[src/verilog/gjk_pkg.sv]
package gjk_pkg;
  // synchroniser depth for the clock, preset and clear pin inputs
  localparam int SYNC_DEPTH = 2;
  // gate vector layout: three set terms, then three clear terms
  localparam int GATE_W     = 6;
  localparam int G_SET_A    = 0;
  localparam int G_SET_B    = 1;
  localparam int G_SET_INV  = 2;
  localparam int G_CLR_A    = 3;
  localparam int G_CLR_B    = 4;
  localparam int G_CLR_INV  = 5;
  // reset values; preset and clear sync stages reset to the idle level
  localparam logic [1:0] SYNC_IDLE_LOW  = 2'h0;
  localparam logic [1:0] SYNC_IDLE_HIGH = 2'h3;
  localparam logic [5:0] GATE_RESET     = 6'h00;
  localparam logic       STATE_RESET    = 1'h0;
  localparam logic       TRUE_RESET     = 1'h0;
  localparam logic       COMPL_RESET    = 1'h1;
endpackage

[src/verilog/gjk_flip_flop.sv]
`timescale 1ns/100ps
// Notes on behaviour
// - gated J and K sampled, state updated, only on rising edge of element clock
// - after a clock edge inputs lock out; state changes at most once per pulse
// - active-low set and clear act regardless of element clock edges
// - set low with clear high and clock low forces the true output high
// - clear low forces the true output low
// - set or clear with clock high may drive both outputs low
// - effective J is AND of true J inputs and inverted J input; K likewise
// - stored state kept apart from outputs; loading cannot disturb it
module gjk_flip_flop
  import gjk_pkg::*;
(
  input  wire logic clk,
  input  wire logic rstn,
  input  wire logic ff_clock,
  input  wire logic set_gate_a,
  input  wire logic set_gate_b,
  input  wire logic set_gate_inv_n,
  input  wire logic clear_gate_a,
  input  wire logic clear_gate_b,
  input  wire logic clear_gate_inv_n,
  input  wire logic preset_n,
  input  wire logic clear_n,
  output logic      q_true,
  output logic      q_compl
);

  typedef struct packed {
    logic [SYNC_DEPTH-1:0] clk_sync;
    logic [SYNC_DEPTH-1:0] pre_sync;
    logic [SYNC_DEPTH-1:0] clr_sync;
    logic [GATE_W-1:0]     gate_s1;
    logic [GATE_W-1:0]     gate_s2;
    logic                  clk_prev;
    logic                  lockout;
    logic                  stored;
    logic                  q_true;
    logic                  q_compl;
  } gjk_state_type;

  gjk_state_type state_reg;
  gjk_state_type state_next;

  logic clk_hi;
  logic pre_act;
  logic clr_act;
  logic async_act;
  logic j_eff;
  logic k_eff;
  logic take;
  logic jk_next;

  // only the second sync stage and later flops are looked at here
  assign clk_hi    = state_reg.clk_sync[SYNC_DEPTH-1];
  assign pre_act   = ~state_reg.pre_sync[SYNC_DEPTH-1];
  assign clr_act   = ~state_reg.clr_sync[SYNC_DEPTH-1];
  assign async_act = pre_act | clr_act;
  assign j_eff     = state_reg.gate_s2[G_SET_A] & state_reg.gate_s2[G_SET_B]
                   & ~state_reg.gate_s2[G_SET_INV];
  assign k_eff     = state_reg.gate_s2[G_CLR_A] & state_reg.gate_s2[G_CLR_B]
                   & ~state_reg.gate_s2[G_CLR_INV];
  // a rise is taken once; lockout holds until the clock is low again
  assign take      = clk_hi & ~state_reg.clk_prev & ~state_reg.lockout;

  always_comb begin
    case ({j_eff, k_eff})
      2'h0:    jk_next = state_reg.stored;
      2'h1:    jk_next = 1'h0;
      2'h2:    jk_next = 1'h1;
      2'h3:    jk_next = ~state_reg.stored;
      default: jk_next = state_reg.stored;
    endcase
  end

  always_comb begin
    state_next          = state_reg;
    state_next.clk_sync = {state_reg.clk_sync[SYNC_DEPTH-2:0], ff_clock};
    state_next.pre_sync = {state_reg.pre_sync[SYNC_DEPTH-2:0], preset_n};
    state_next.clr_sync = {state_reg.clr_sync[SYNC_DEPTH-2:0], clear_n};
    state_next.gate_s1  = {clear_gate_inv_n, clear_gate_b, clear_gate_a,
                           set_gate_inv_n, set_gate_b, set_gate_a};
    state_next.gate_s2  = state_reg.gate_s1;
    state_next.clk_prev = clk_hi;
    state_next.lockout  = clk_hi;
    // clear wins when both are low; neither waits for a clock edge
    if (clr_act) begin
      state_next.stored = 1'h0;
    end else if (pre_act) begin
      state_next.stored = 1'h1;
    end else if (take) begin
      state_next.stored = jk_next;
    end
    // outputs are separate flops so nothing downstream reaches the stored bit
    if (async_act && clk_hi) begin
      state_next.q_true  = 1'h0;
      state_next.q_compl = 1'h0;
    end else begin
      state_next.q_true  = state_next.stored;
      state_next.q_compl = ~state_next.stored;
    end
  end

  always_ff @(posedge clk) begin
    if (!rstn) begin
      state_reg.clk_sync <= SYNC_IDLE_LOW;
      state_reg.pre_sync <= SYNC_IDLE_HIGH;
      state_reg.clr_sync <= SYNC_IDLE_HIGH;
      state_reg.gate_s1  <= GATE_RESET;
      state_reg.gate_s2  <= GATE_RESET;
      state_reg.clk_prev <= 1'h0;
      state_reg.lockout  <= 1'h0;
      state_reg.stored   <= STATE_RESET;
      state_reg.q_true   <= TRUE_RESET;
      state_reg.q_compl  <= COMPL_RESET;
    end else begin
      state_reg <= state_next;
    end
  end

  assign q_true  = state_reg.q_true;
  assign q_compl = state_reg.q_compl;
endmodule

[config.mk]
export PLATFORM = sky130hd
export DESIGN_NAME = gjk_flip_flop
export DESIGN_NICKNAME = d
export VERILOG_FILES = /design/src/verilog/gjk_pkg.sv /design/src/verilog/gjk_flip_flop.sv
export SDC_FILE = /design/constraint.sdc
export NUM_CORES = 1
export LEC_CHECK = 0
export ABC_AREA = 1
export BUFFER_PORTS_ARGS = -buffer_cell sky130_fd_sc_hd__buf_2
export CORE_AREA = 2 2 39 41
export DETAILED_ROUTE_END_ITERATION = 6
export DIE_AREA = 0 0 41 43
export PLACE_DENSITY = 0.79
export RECOVER_POWER = 50
export SLEW_MARGIN = 20
export SYNTH_ARGS = -nofsm -noshare
export SYNTH_HDL_FRONTEND = slang
export SYNTH_SLANG_ARGS = --single-unit
[constraint.sdc]
create_clock -name clk -period 1.5 [get_ports clk]
set_input_delay 0.15 -clock clk [delete_from_list [all_inputs] [get_ports clk]]
set_output_delay 0.15 -clock clk [all_outputs]
set_load 0.03 [all_outputs]
==> results of run 1 <==
-- worst min path at each step --
stage,start,to,slack (ns),depth (start not counted)
3_3_place_gp,set_gate_a,state_next[5]$_SDFF_PN0_,0.33,3
2_1_floorplan,clear_gate_inv_n,state_next[10]$_SDFF_PN0_,0.25,2
4_1_cts,clear_gate_b,state_next[9]$_SDFF_PN0_,0.02,3
3_5_place_dp,clear_gate_b,state_next[9]$_SDFF_PN0_,0.34,3
6_report,clear_gate_b,state_next[9]$_SDFF_PN0_,0.03,3
5_1_grt,clear_n,state_next[18]$_SDFF_PN1_,0.008,2
-- report_power, final --
group	internal, W	switching (W)
Clock	0.000148	0.000161
Combinational	0.0000257	0.0000334
Sequential	0.000611	0.00000821
-- cell usage in the layout, fill, tap and decap left out, drive strengths merged --
cell and instances:
a21oi 1, buf 12, clkbuf 5, dfxtp 22, inv 18, nand2 24, nand3 1, nand3b 1
nor2 6, or2 4
-- kinds of logic after synthesis --
logic type | synth area share
simple gates | 0.231
compound gates | 0.00732
buf+inv | 0.117
flops | 0.645
-- layer usage --
| metal | global-route usage | share of wire | routed length [um] |
|---|---|---|---|
| met5 | 0 | 0 | 0 |
| met4 | 0.120 | 0.022 | 19 |
| met3 | 0.0314 | 0.024 | 21 |
| met2 | 0.234 | 0.53 | 462 |
| met1 | 0.122 | 0.42 | 363 |
-- cell type report --
class                      count  area [um2]  share of cell area
tap                           16        20.0              0.0253
clock buffer                   4        36.3              0.0459
timing repair buffer          13        63.8              0.0807
inverter                      18        67.6              0.0854
multi-input combinational     37         163               0.206
sequential                    22         440               0.557
-- metrics by stage --
step                total power (W)  std cells  hold WS, ns  cell area [um2]
detailed placement         0.000695        106        0.336              758
global placement           0.000690        106        0.330              758
CTS                         0.00100        110       0.0185              795
finish                     0.000988        110       0.0274              791
floorplan                  0.000672         79        0.248              683
global route                0.00104        110      0.00755              791
-- worst register-to-register path: stages (launching register included) --
cell and delay [ns]:
dfxtp_1 0.36, inv_1 0.06, nor2_2 0.10, nand2_1 0.06, nand2_1 0.07, nand3_2 0.07
nand2_1 0.09, nor2_1 0.05
==> impl_metrics.json, run 1 <==
{
  "outcome": "finished, final reports clean",
  "routed_wl_um": 868,
  "setup_ws_ns": 0.540,
  "place_hpwl_um": 655,
  "syn_nets": 90,
  "place_ws_ns": 0.574,
  "grt_usage": 0.138,
  "synth_seq_area_share": 0.645,
  "worstSetupPathDepth": 1,
  "avgSynthCellArea_um2": 8.65,
  "cts_root_buffer": "clkbuf_4",
  "worstReg2RegEnd": "q_true$_SDFF_PP0_",
  "critical_path_class": "flop to output pin",
  "dieHeight_um": 43,
  "yosys_most_used_dff": "dfxtp_1",
  "io_pins": 13,
  "diodes": 0,
  "hold_path_class": "input pin to flop",
  "r2r_cells": 7,
  "cts_buffers": 3,
  "firstDrtPassIters": 4,
  "yosysMostFrequentCell": "nand2_1",
  "num_vias": 461,
  "maxCapViolCount": 0,
  "drive_above_1_share": 0.234,
  "core-area_um2": 1380,
  "post_cts_buffers": 0,
  "powerDensity_nw_per_um2": 1250,
  "cts_resized": 0,
  "synth.cell_area_um2": 683,
  "cpLargestDelayFamily": "flip-flops",
  "finalMaxSlewViolations": 0,
  "clockBufferDepth": 2,
  "ys_ff_latch": 22,
  "nets": 106,
  "yosysWarnings": 0,
  "start_util": 0.494,
  "hold_viol": 0,
  "grt_pass1_vias": 448,
  "place.gp.congestion": 0.674,
  "synth_top_area_cell": "dfxtp_1",
  "slew_headroom": 0.588,
  "clock-sinks": 22,
  "peakVddDrop_mv": 0.752,
  "clock_latency_ns": 0.29,
  "grt_first_pass_wirelength_um": 1550,
  "synth_common_cells": "nand2_1 (24), dfxtp_1 (22), inv_1 (18)",
  "cpPeakStageDelay_ns": 0.33,
  "antenna_found_initial": 0,
  "netlist_instances": 79,
  "ys_types": 11,
  "clock_skew_ns": 0.000763,
  "worstPathMaxFanout": 1,
  "std_cell_rows": 14,
  "crit_slowest_cell": "dfxtp_1",
  "via_per_inst": 4.19,
  "overflow": 0,
  "final_util": 0.571,
  "worstPathCellList": "buf_2",
  "endpoint_kind": "output pin",
  "cts_tree": "done",
  "ctsHtreeMaxLevel": 1,
  "synth_area_leaders": "dfxtp_1 (64%), nand2_1 (13%), inv_1 (9.9%), or2_2 (3.7%), nor2_1 (2.7%)",
  "tightest_slew_ns": 0.617,
  "cp-start-kind": "flop",
  "path_buf_inv": 1,
  "die_area_um2": 1760,
  "fin_setup_tns_ns": 0,
  "largest_register_ffs": 10,
  "syn_to_final_growth_pct": 15.8,
  "setup_viol": 0,
  "port_buffers": 12,
  "crit_start": "q_true$_SDFF_PP0_",
  "clkTransAtPathRegs_ns": 0.11,
  "synth_edf_count": 0,
  "fmax_ghz": 1.04,
  "fillCellCount": 134,
  "hold_buffers": 0,
  "period_needed_ns": 0.960,
  "arrival_ns": 0.81,
  "synth_top_area_frac": 0.645,
  "cp_data_required_time_ns": 1.35,
  "first_iter_violations": 5,
  "detail_route.wl_per_cell_um": 7.89,
  "grt_max_degree": 18,
  "rsz0062_at_grt": "false",
  "ant_nets": 0,
  "die_w_um": 41,
  "timing.rr.start": "clk_hi$_SDFF_PN0_",
  "fin_crit_sh": 0.640,
  "drc": 0,
  "crit_end": "q_true",
  "reg2reg_setup_slack_ns": 0.55,
  "power.leakage_nw": 0.469,
  "synthArstFlopShare": 0
}
(Power assumes the default switching activity.)
==> run 2, diff against run 1 <==
Settings changed: CORE_AREA 2 2 39 41 to default, CORE_MARGIN from default to 2, CORE_UTILIZATION from default to 45, DIE_AREA 0 0 41 43 to default, PLACE_DENSITY 0.79 to 0.74.
Clock period 1.5 ns to 0.8 ns, I/O delays scaled along.
==> run 2 against run 1 <==
Effect of this change:
- the flow now finishes with violations (negative hold slack, negative setup slack)
- critical path type is now flop to flop
- largest power group unchanged
- largest cell class unchanged
- via count grew 3.3%
- final area grew 13%
- critical endpoint is now q_true$_SDFF_PP0_
- first-iteration DRC count is the same
- die area grew 4.7%
==> impl_metrics.json, run 2 (synthesis results as in run 1) <==
{
  "hold_viol": 2,
  "diodes": 0,
  "io_pins": 13,
  "holdWs_ns": -0.0319,
  "dieHeight_um": 43.0,
  "layout_commonest_cell": "nand2_1",
  "finalMaxSlewViolations": 0,
  "cp_data_required_time_ns": 1.00,
  "fmax_ghz": 1.13,
  "clock_skew_ns": 0.00336,
  "grt_pass1_vias": 464,
  "detail_route.wl_per_cell_um": 8.11,
  "grt_first_pass_wirelength_um": 1730,
  "clkTransAtPathRegs_ns": 0.10,
  "fin_setup_tns_ns": -0.265,
  "cts_buffers": 3,
  "powerDensity_nw_per_um2": 1990,
  "first_iter_violations": 5,
  "drive_above_1_share": 0.307,
  "reg2reg_setup_slack_ns": -0.09,
  "drc": 0,
  "worstReg2RegEnd": "q_true$_SDFF_PP0_",
  "ant_nets": 0,
  "overflow": 0,
  "comb_power_share": 0.088,
  "largest_register_ffs": 10,
  "routed_wl_um": 949,
  "clock_latency_ns": 0.29,
  "crit_end": "q_true$_SDFF_PP0_",
  "p_int_w": 0.00141,
  "die_w_um": 43.0,
  "endpoint_kind": "flop",
  "firstDrtPassIters": 4,
  "syn_to_final_growth_pct": 30.4,
  "outcome": "finished, violations left",
  "ctsHtreeMaxLevel": 1,
  "crit_start": "state_reg[8]$_SDFF_PN0_",
  "core-area_um2": 1470,
  "peakVddDrop_mv": 1.10,
  "cts_tree": "done",
  "timing.rr.start": "state_reg[8]$_SDFF_PN0_",
  "rsz0062_at_grt": "true",
  "setup_viol": 5,
  "hold_path_class": "input pin to flop",
  "critical_path_class": "flop to flop",
  "clock-sinks": 22,
  "p_sw_w": 0.000366,
  "cts_root_buffer": "clkbuf_4",
  "fin_crit_sh": 1.11,
  "place.gp.congestion": 0.666,
  "total_power_w": 0.00177,
  "cp-start-kind": "flop",
  "seqPwrFrac": 0.657,
  "port_buffers": 12,
  "die_area_um2": 1850,
  "switching_share": 0.207,
  "nets": 114,
  "tightest_slew_ns": 0.144,
  "post_cts_buffers": 0,
  "start_util": 0.464,
  "grt_usage": 0.127,
  "clkPwrFrac": 0.255,
  "r2r_cells": 7,
  "clockBufferDepth": 2,
  "place_hpwl_um": 679,
  "violations": "negative hold slack, negative setup slack",
  "num_vias": 476,
  "arrival_ns": 1.08,
  "slew_headroom": 0.904,
  "hold_buffers": 7,
  "final_cell_mix": "nand2_1 (21), dfxtp_1 (19), inv_1 (17)",
  "worstPathMaxFanout": 2,
  "std_cell_rows": 14,
  "grt_max_degree": 13,
  "power.leakage_nw": 0.508,
  "period_needed_ns": 0.888,
  "via_per_inst": 4.07,
  "maxCapViolCount": 0,
  "setup_ws_ns": -0.0881,
  "antenna_found_initial": 0
}
run 2: cell count changes in the layout (fill, tap and decap cells not counted), moves of 2 or more:
cell,delta
nand2_2,+3
dfxtp_1,-3
buf_2,-2
dfxtp_2,+3
dlygate4sd3_1,+7
nand2_1,-3
buf_4,+2
buf_6,+2
run 2: worst min-delay path by stage:
stage,from,end,depth (start not counted)
after floorplan,clear_gate_inv_n,state_next[10]$_SDFF_PN0_,2
after global routing,preset_n,state_next[20]$_SDFF_PN1_,2
after CTS,preset_n,state_next[20]$_SDFF_PN1_,2
final,preset_n,state_next[20]$_SDFF_PN1_,2
after global placement,set_gate_a,state_next[5]$_SDFF_PN0_,3
after detailed placement,set_gate_a,state_next[5]$_SDFF_PN0_,3
run 2: final cells by class:
type,count,area [um2]
sequential,22,444
fill,128,581
clock buffer,3,22.5
multi-input combinational,37,179
tap,16,20.0
inverter,18,67.6
timing repair buffer,21,158
run 2: what timing repair did:
| item | 4_1_cts | 5_1_grt |
|---|---|---|
| gates resized for setup | 6 | 5 |
| pin swaps | 2 | 2 |
| setup endpoints to repair | 5 | 5 |
| endpoints found under the hold margin | 9 | 2 |
run 2: routing by layer:
layer  track usage  wire [um]  share of wire
met2         0.224        511           0.54
met3        0.0383         25          0.026
met1         0.139        412           0.43
met5             0          0              0
met4        0.0545          0              0
run 2: power by group through the flow:
stage	registers (W)	logic, W	clock network, W
2_1_floorplan	0.00120	0.0000654	0
3_3_place_gp	0.00119	0.000113	0
3_5_place_dp	0.00119	0.000118	0
4_1_cts	0.00116	0.000152	0.000476
5_1_grt	0.00117	0.000177	0.000515
6_report	0.00117	0.000156	0.000452
run 2: metrics by stage:
stage	setup slack, ns	cell area (um2)	instances	util	hold slack [ns]
after floorplan	-0.0234	684	79	-	0.178
after global placement	-0.0464	767	107	0.521	0.260
after detailed placement	-0.0990	767	107	0.521	0.266
after CTS	-0.0870	876	117	0.595	-0.0403
after global routing	-0.169	891	117	0.605	-0.0395
final	-0.0881	891	117	0.605	-0.0319
run 2: critical path: stages (launching register included):
cell and delay, ns:
dfxtp_2 0.33, nand2_1 0.04, nor2_1 0.10, nand2_2 0.06, nand2_2 0.05, nand3_2 0.08
nand2_2 0.09, nor2_1 0.04
==> run 3, diff against run 2 <==
--- a/config.mk
+++ b/config.mk
@@ -6,10 +6,10 @@
 export NUM_CORES = 1
 export LEC_CHECK = 0
-export ABC_AREA = 1
+export ABC_CLOCK_PERIOD_IN_PS = 800
 export BUFFER_PORTS_ARGS = -buffer_cell sky130_fd_sc_hd__buf_2
 export CORE_MARGIN = 2
-export CORE_UTILIZATION = 45
+export CORE_UTILIZATION = 44
 export DETAILED_ROUTE_END_ITERATION = 6
-export PLACE_DENSITY = 0.74
+export PLACE_DENSITY = 0.73
 export RECOVER_POWER = 50
 export SLEW_MARGIN = 20
==> constraint.sdc (replaced) <==
create_clock -name clk -period 0.8 [get_ports clk]
set_input_delay 0.12 -clock clk [delete_from_list [all_inputs] [get_ports clk]]
set_output_delay 0.12 -clock clk [all_outputs]
set_load 0.03 [all_outputs]
==> run 3 against run 2 <==
Effect of this change:
- the flow finishes with violations (negative setup slack)
- via count decreased by 14%
- largest cell class unchanged
- sequential share of layout area increased by 4.2 points
- die area decreased by 3.7%
- critical path depth decreased by 4
- non-clock buffer count decreased by 4
- routed wire length decreased by 8.2%
- global-route usage decreased by 0.30 points
- clock skew decreased by 0.0022 ns
- sequential power about the same
- first-iteration DRC count decreased by 40%
- area after synthesis decreased by 6.2%
- critical path type unchanged
- fmax decreased by 18%
==> impl_metrics.json, run 3 <==
{
  "outcome": "finished, violations left",
  "violations": "negative setup slack",
  "yosysMostFrequentCell": "dfxtp_1",
  "start_util": 0.480,
  "yosys_most_used_dff": "dfxtp_1",
  "fmax_ghz": 0.926,
  "place_area_um2": 734,
  "drive_above_1_share": 0.319,
  "maxCapViolCount": 0,
  "endpoint_kind": "flop",
  "place.gp.congestion": 0.682,
  "hold_path_class": "input pin to flop",
  "synth_top_area_cell": "dfxtp_1",
  "synth_edf_count": 0,
  "first_iter_violations": 3,
  "period_needed_ns": 1.08,
  "via_per_inst": 4.72,
  "powerDensity_nw_per_um2": 2260,
  "std_cell_rows": 13,
  "die_area_um2": 1780,
  "synth_area_leaders": "dfxtp_1 (69%), and2_1 (15%), nand2b_1 (3.9%), nor4b_2 (2.3%), a41o_1 (1.6%)",
  "finalMaxSlewViolations": 0,
  "routed_wl_um": 871,
  "hold_depth": 2,
  "port_buffers": 12,
  "syn_nets": 64,
  "r2r_cells": 3,
  "synthXorXnorAreaFrac": 0,
  "final_cell_mix": "dfxtp_1 (19), and2_1 (11), buf_2 (9)",
  "rsz0062_at_grt": "true",
  "synthSimpleGateAreaFrac": 0.246,
  "netlist_instances": 53,
  "holdWs_ns": 0.0230,
  "worstPathMaxFanout": 3,
  "synth_top_area_frac": 0.688,
  "yosysWarnings": 0,
  "diodes": 0,
  "fin_crit_sh": 1.35,
  "antenna_found_initial": 0,
  "worstPathCellList": "nor4b_4, nand3_2, a41o_1",
  "setup_viol": 5,
  "synth.cell_area_um2": 641,
  "setup_ws_ns": -0.280,
  "synth_compound_area_frac": 0.0547,
  "hold_viol": 0,
  "synth_mux_area_frac": 0,
  "grt_max_degree": 13,
  "ctsHtreeMaxLevel": 1,
  "final_area_um2": 822,
  "clock_latency_ns": 0.29,
  "cts_root_buffer": "clkbuf_4",
  "post_cts_buffers": 0,
  "cpPeakStageDelay_ns": 0.34,
  "synthArstFlopShare": 0,
  "place_ws_ns": -0.296,
  "fillCellCount": 110,
  "firstDrtPassIters": 4,
  "ant_nets": 0,
  "clockBufferDepth": 2,
  "path_buf_inv": 0,
  "layout_commonest_cell": "dfxtp_1",
  "detail_route.wl_per_cell_um": 10.0,
  "synth_seq_area_share": 0.687,
  "crit_slowest_cell": "dfxtp_2",
  "grt_pass1_vias": 417,
  "num_vias": 411,
  "clock_skew_ns": 0.00111,
  "synth_common_cells": "dfxtp_1 (22), and2_1 (15), nand2b_1 (4)",
  "slew_headroom": 0.755,
  "die_w_um": 42.2,
  "power.leakage_nw": 0.337,
  "drc": 0,
  "arrival_ns": 1.28,
  "largest_register_ffs": 10,
  "grt_usage": 0.124,
  "cp-start-kind": "flop",
  "worstSetupPathDepth": 3,
  "nets": 84,
  "total_power_w": 0.00186,
  "cts_tree": "done",
  "syn_to_final_growth_pct": 28.3,
  "synthAdderAreaFrac": 0,
  "critical_path_class": "flop to flop",
  "tightest_slew_ns": 0.367,
  "core-area_um2": 1330,
  "dieHeight_um": 42.2,
  "io_pins": 13,
  "cp_data_required_time_ns": 1.00,
  "grt_first_pass_wirelength_um": 1670,
  "ys_types": 13,
  "clkTransAtPathRegs_ns": 0.11,
  "synth_top_family_by_area": "simple AND/OR/NAND/NOR gates",
  "peakVddDrop_mv": 1.50,
  "ys_ff_latch": 22,
  "clock-sinks": 22,
  "avgSynthCellArea_um2": 12.1,
  "cts_buffers": 3,
  "overflow": 0,
  "cpLargestDelayFamily": "simple AND/OR/NAND/NOR gates"
}
run 3: area by class of cell:
cell class                      instances  area (um2)  share of cell area
Tap cell                               15        18.8              0.0228
Multi-Input combinational cell         29         213               0.259
Sequential cell                        22         444               0.540
Clock buffer                            4        36.3              0.0441
Timing Repair Buffer                   17         110               0.134
run 3: final timing paths:
kind | from | to | slack [ns]
worst min-delay path | clear_gate_inv_n | state_next[10]$_SDFF_PN0_ | 0.02
worst max register to register | state_reg[7]$_SDFF_PN0_ | q_compl$_SDFF_PN1_ | -0.28
worst max-delay path | state_reg[7]$_SDFF_PN0_ | q_compl$_SDFF_PN1_ | -0.28
worst min register to register | state_next[20]$_SDFF_PN1_ | state_reg[20]$_SDFF_PN1_ | 0.42
run 3: cell families after synthesis:
group | count (synthesis)
AO/OA/AOI/OAI | 5
buffers and inverters | 2
flip-flops | 22
AND/OR/NAND/NOR | 24
run 3: where the power goes:
| group | internal, W | leakage (nW) | total [W] | switching (W) |
|---|---|---|---|---|
| combinational | 0.0000717 | 0.134 | 0.000120 | 0.0000486 |
| sequential | 0.00115 | 0.182 | 0.00117 | 0.0000214 |
| clock | 0.000277 | 0.0210 | 0.000569 | 0.000292 |
| total | 0.00150 | 0.337 | 0.00186 | 0.000362 |
run 3: metrics by stage:
| stage | TNS, ns | util | instances |
|---|---|---|---|
| 4_1_cts | -1.05 | 0.603 | 87 |
| 2_1_floorplan | -0.376 | - | 53 |
| 3_5_place_dp | -0.779 | 0.551 | 81 |
| 3_3_place_gp | -0.505 | 0.551 | 81 |
| 6_report | -0.900 | 0.616 | 87 |
| 5_1_grt | -1.22 | 0.616 | 87 |
run 3: repair_timing:
item | 4_1_cts | 5_1_grt
pin swaps | 1 | 1
endpoints found under the setup margin | 5 | 5
hold buffers | 2 | 0
cloned | 0 | 0
resized for setup | 5 | 5
hold endpoints to repair | 2 | 0
run 3: layer usage:
metal / share of wire / track usage / vias to the layer above
li1: - / - / 211
met1: 0.44 / 0.143 / 187
met2: 0.50 / 0.209 / 11
met3: 0.054 / 0.0388 / 2
met4: 0.0046 / 0.0563 / 0
met5: 0 / 0 / -
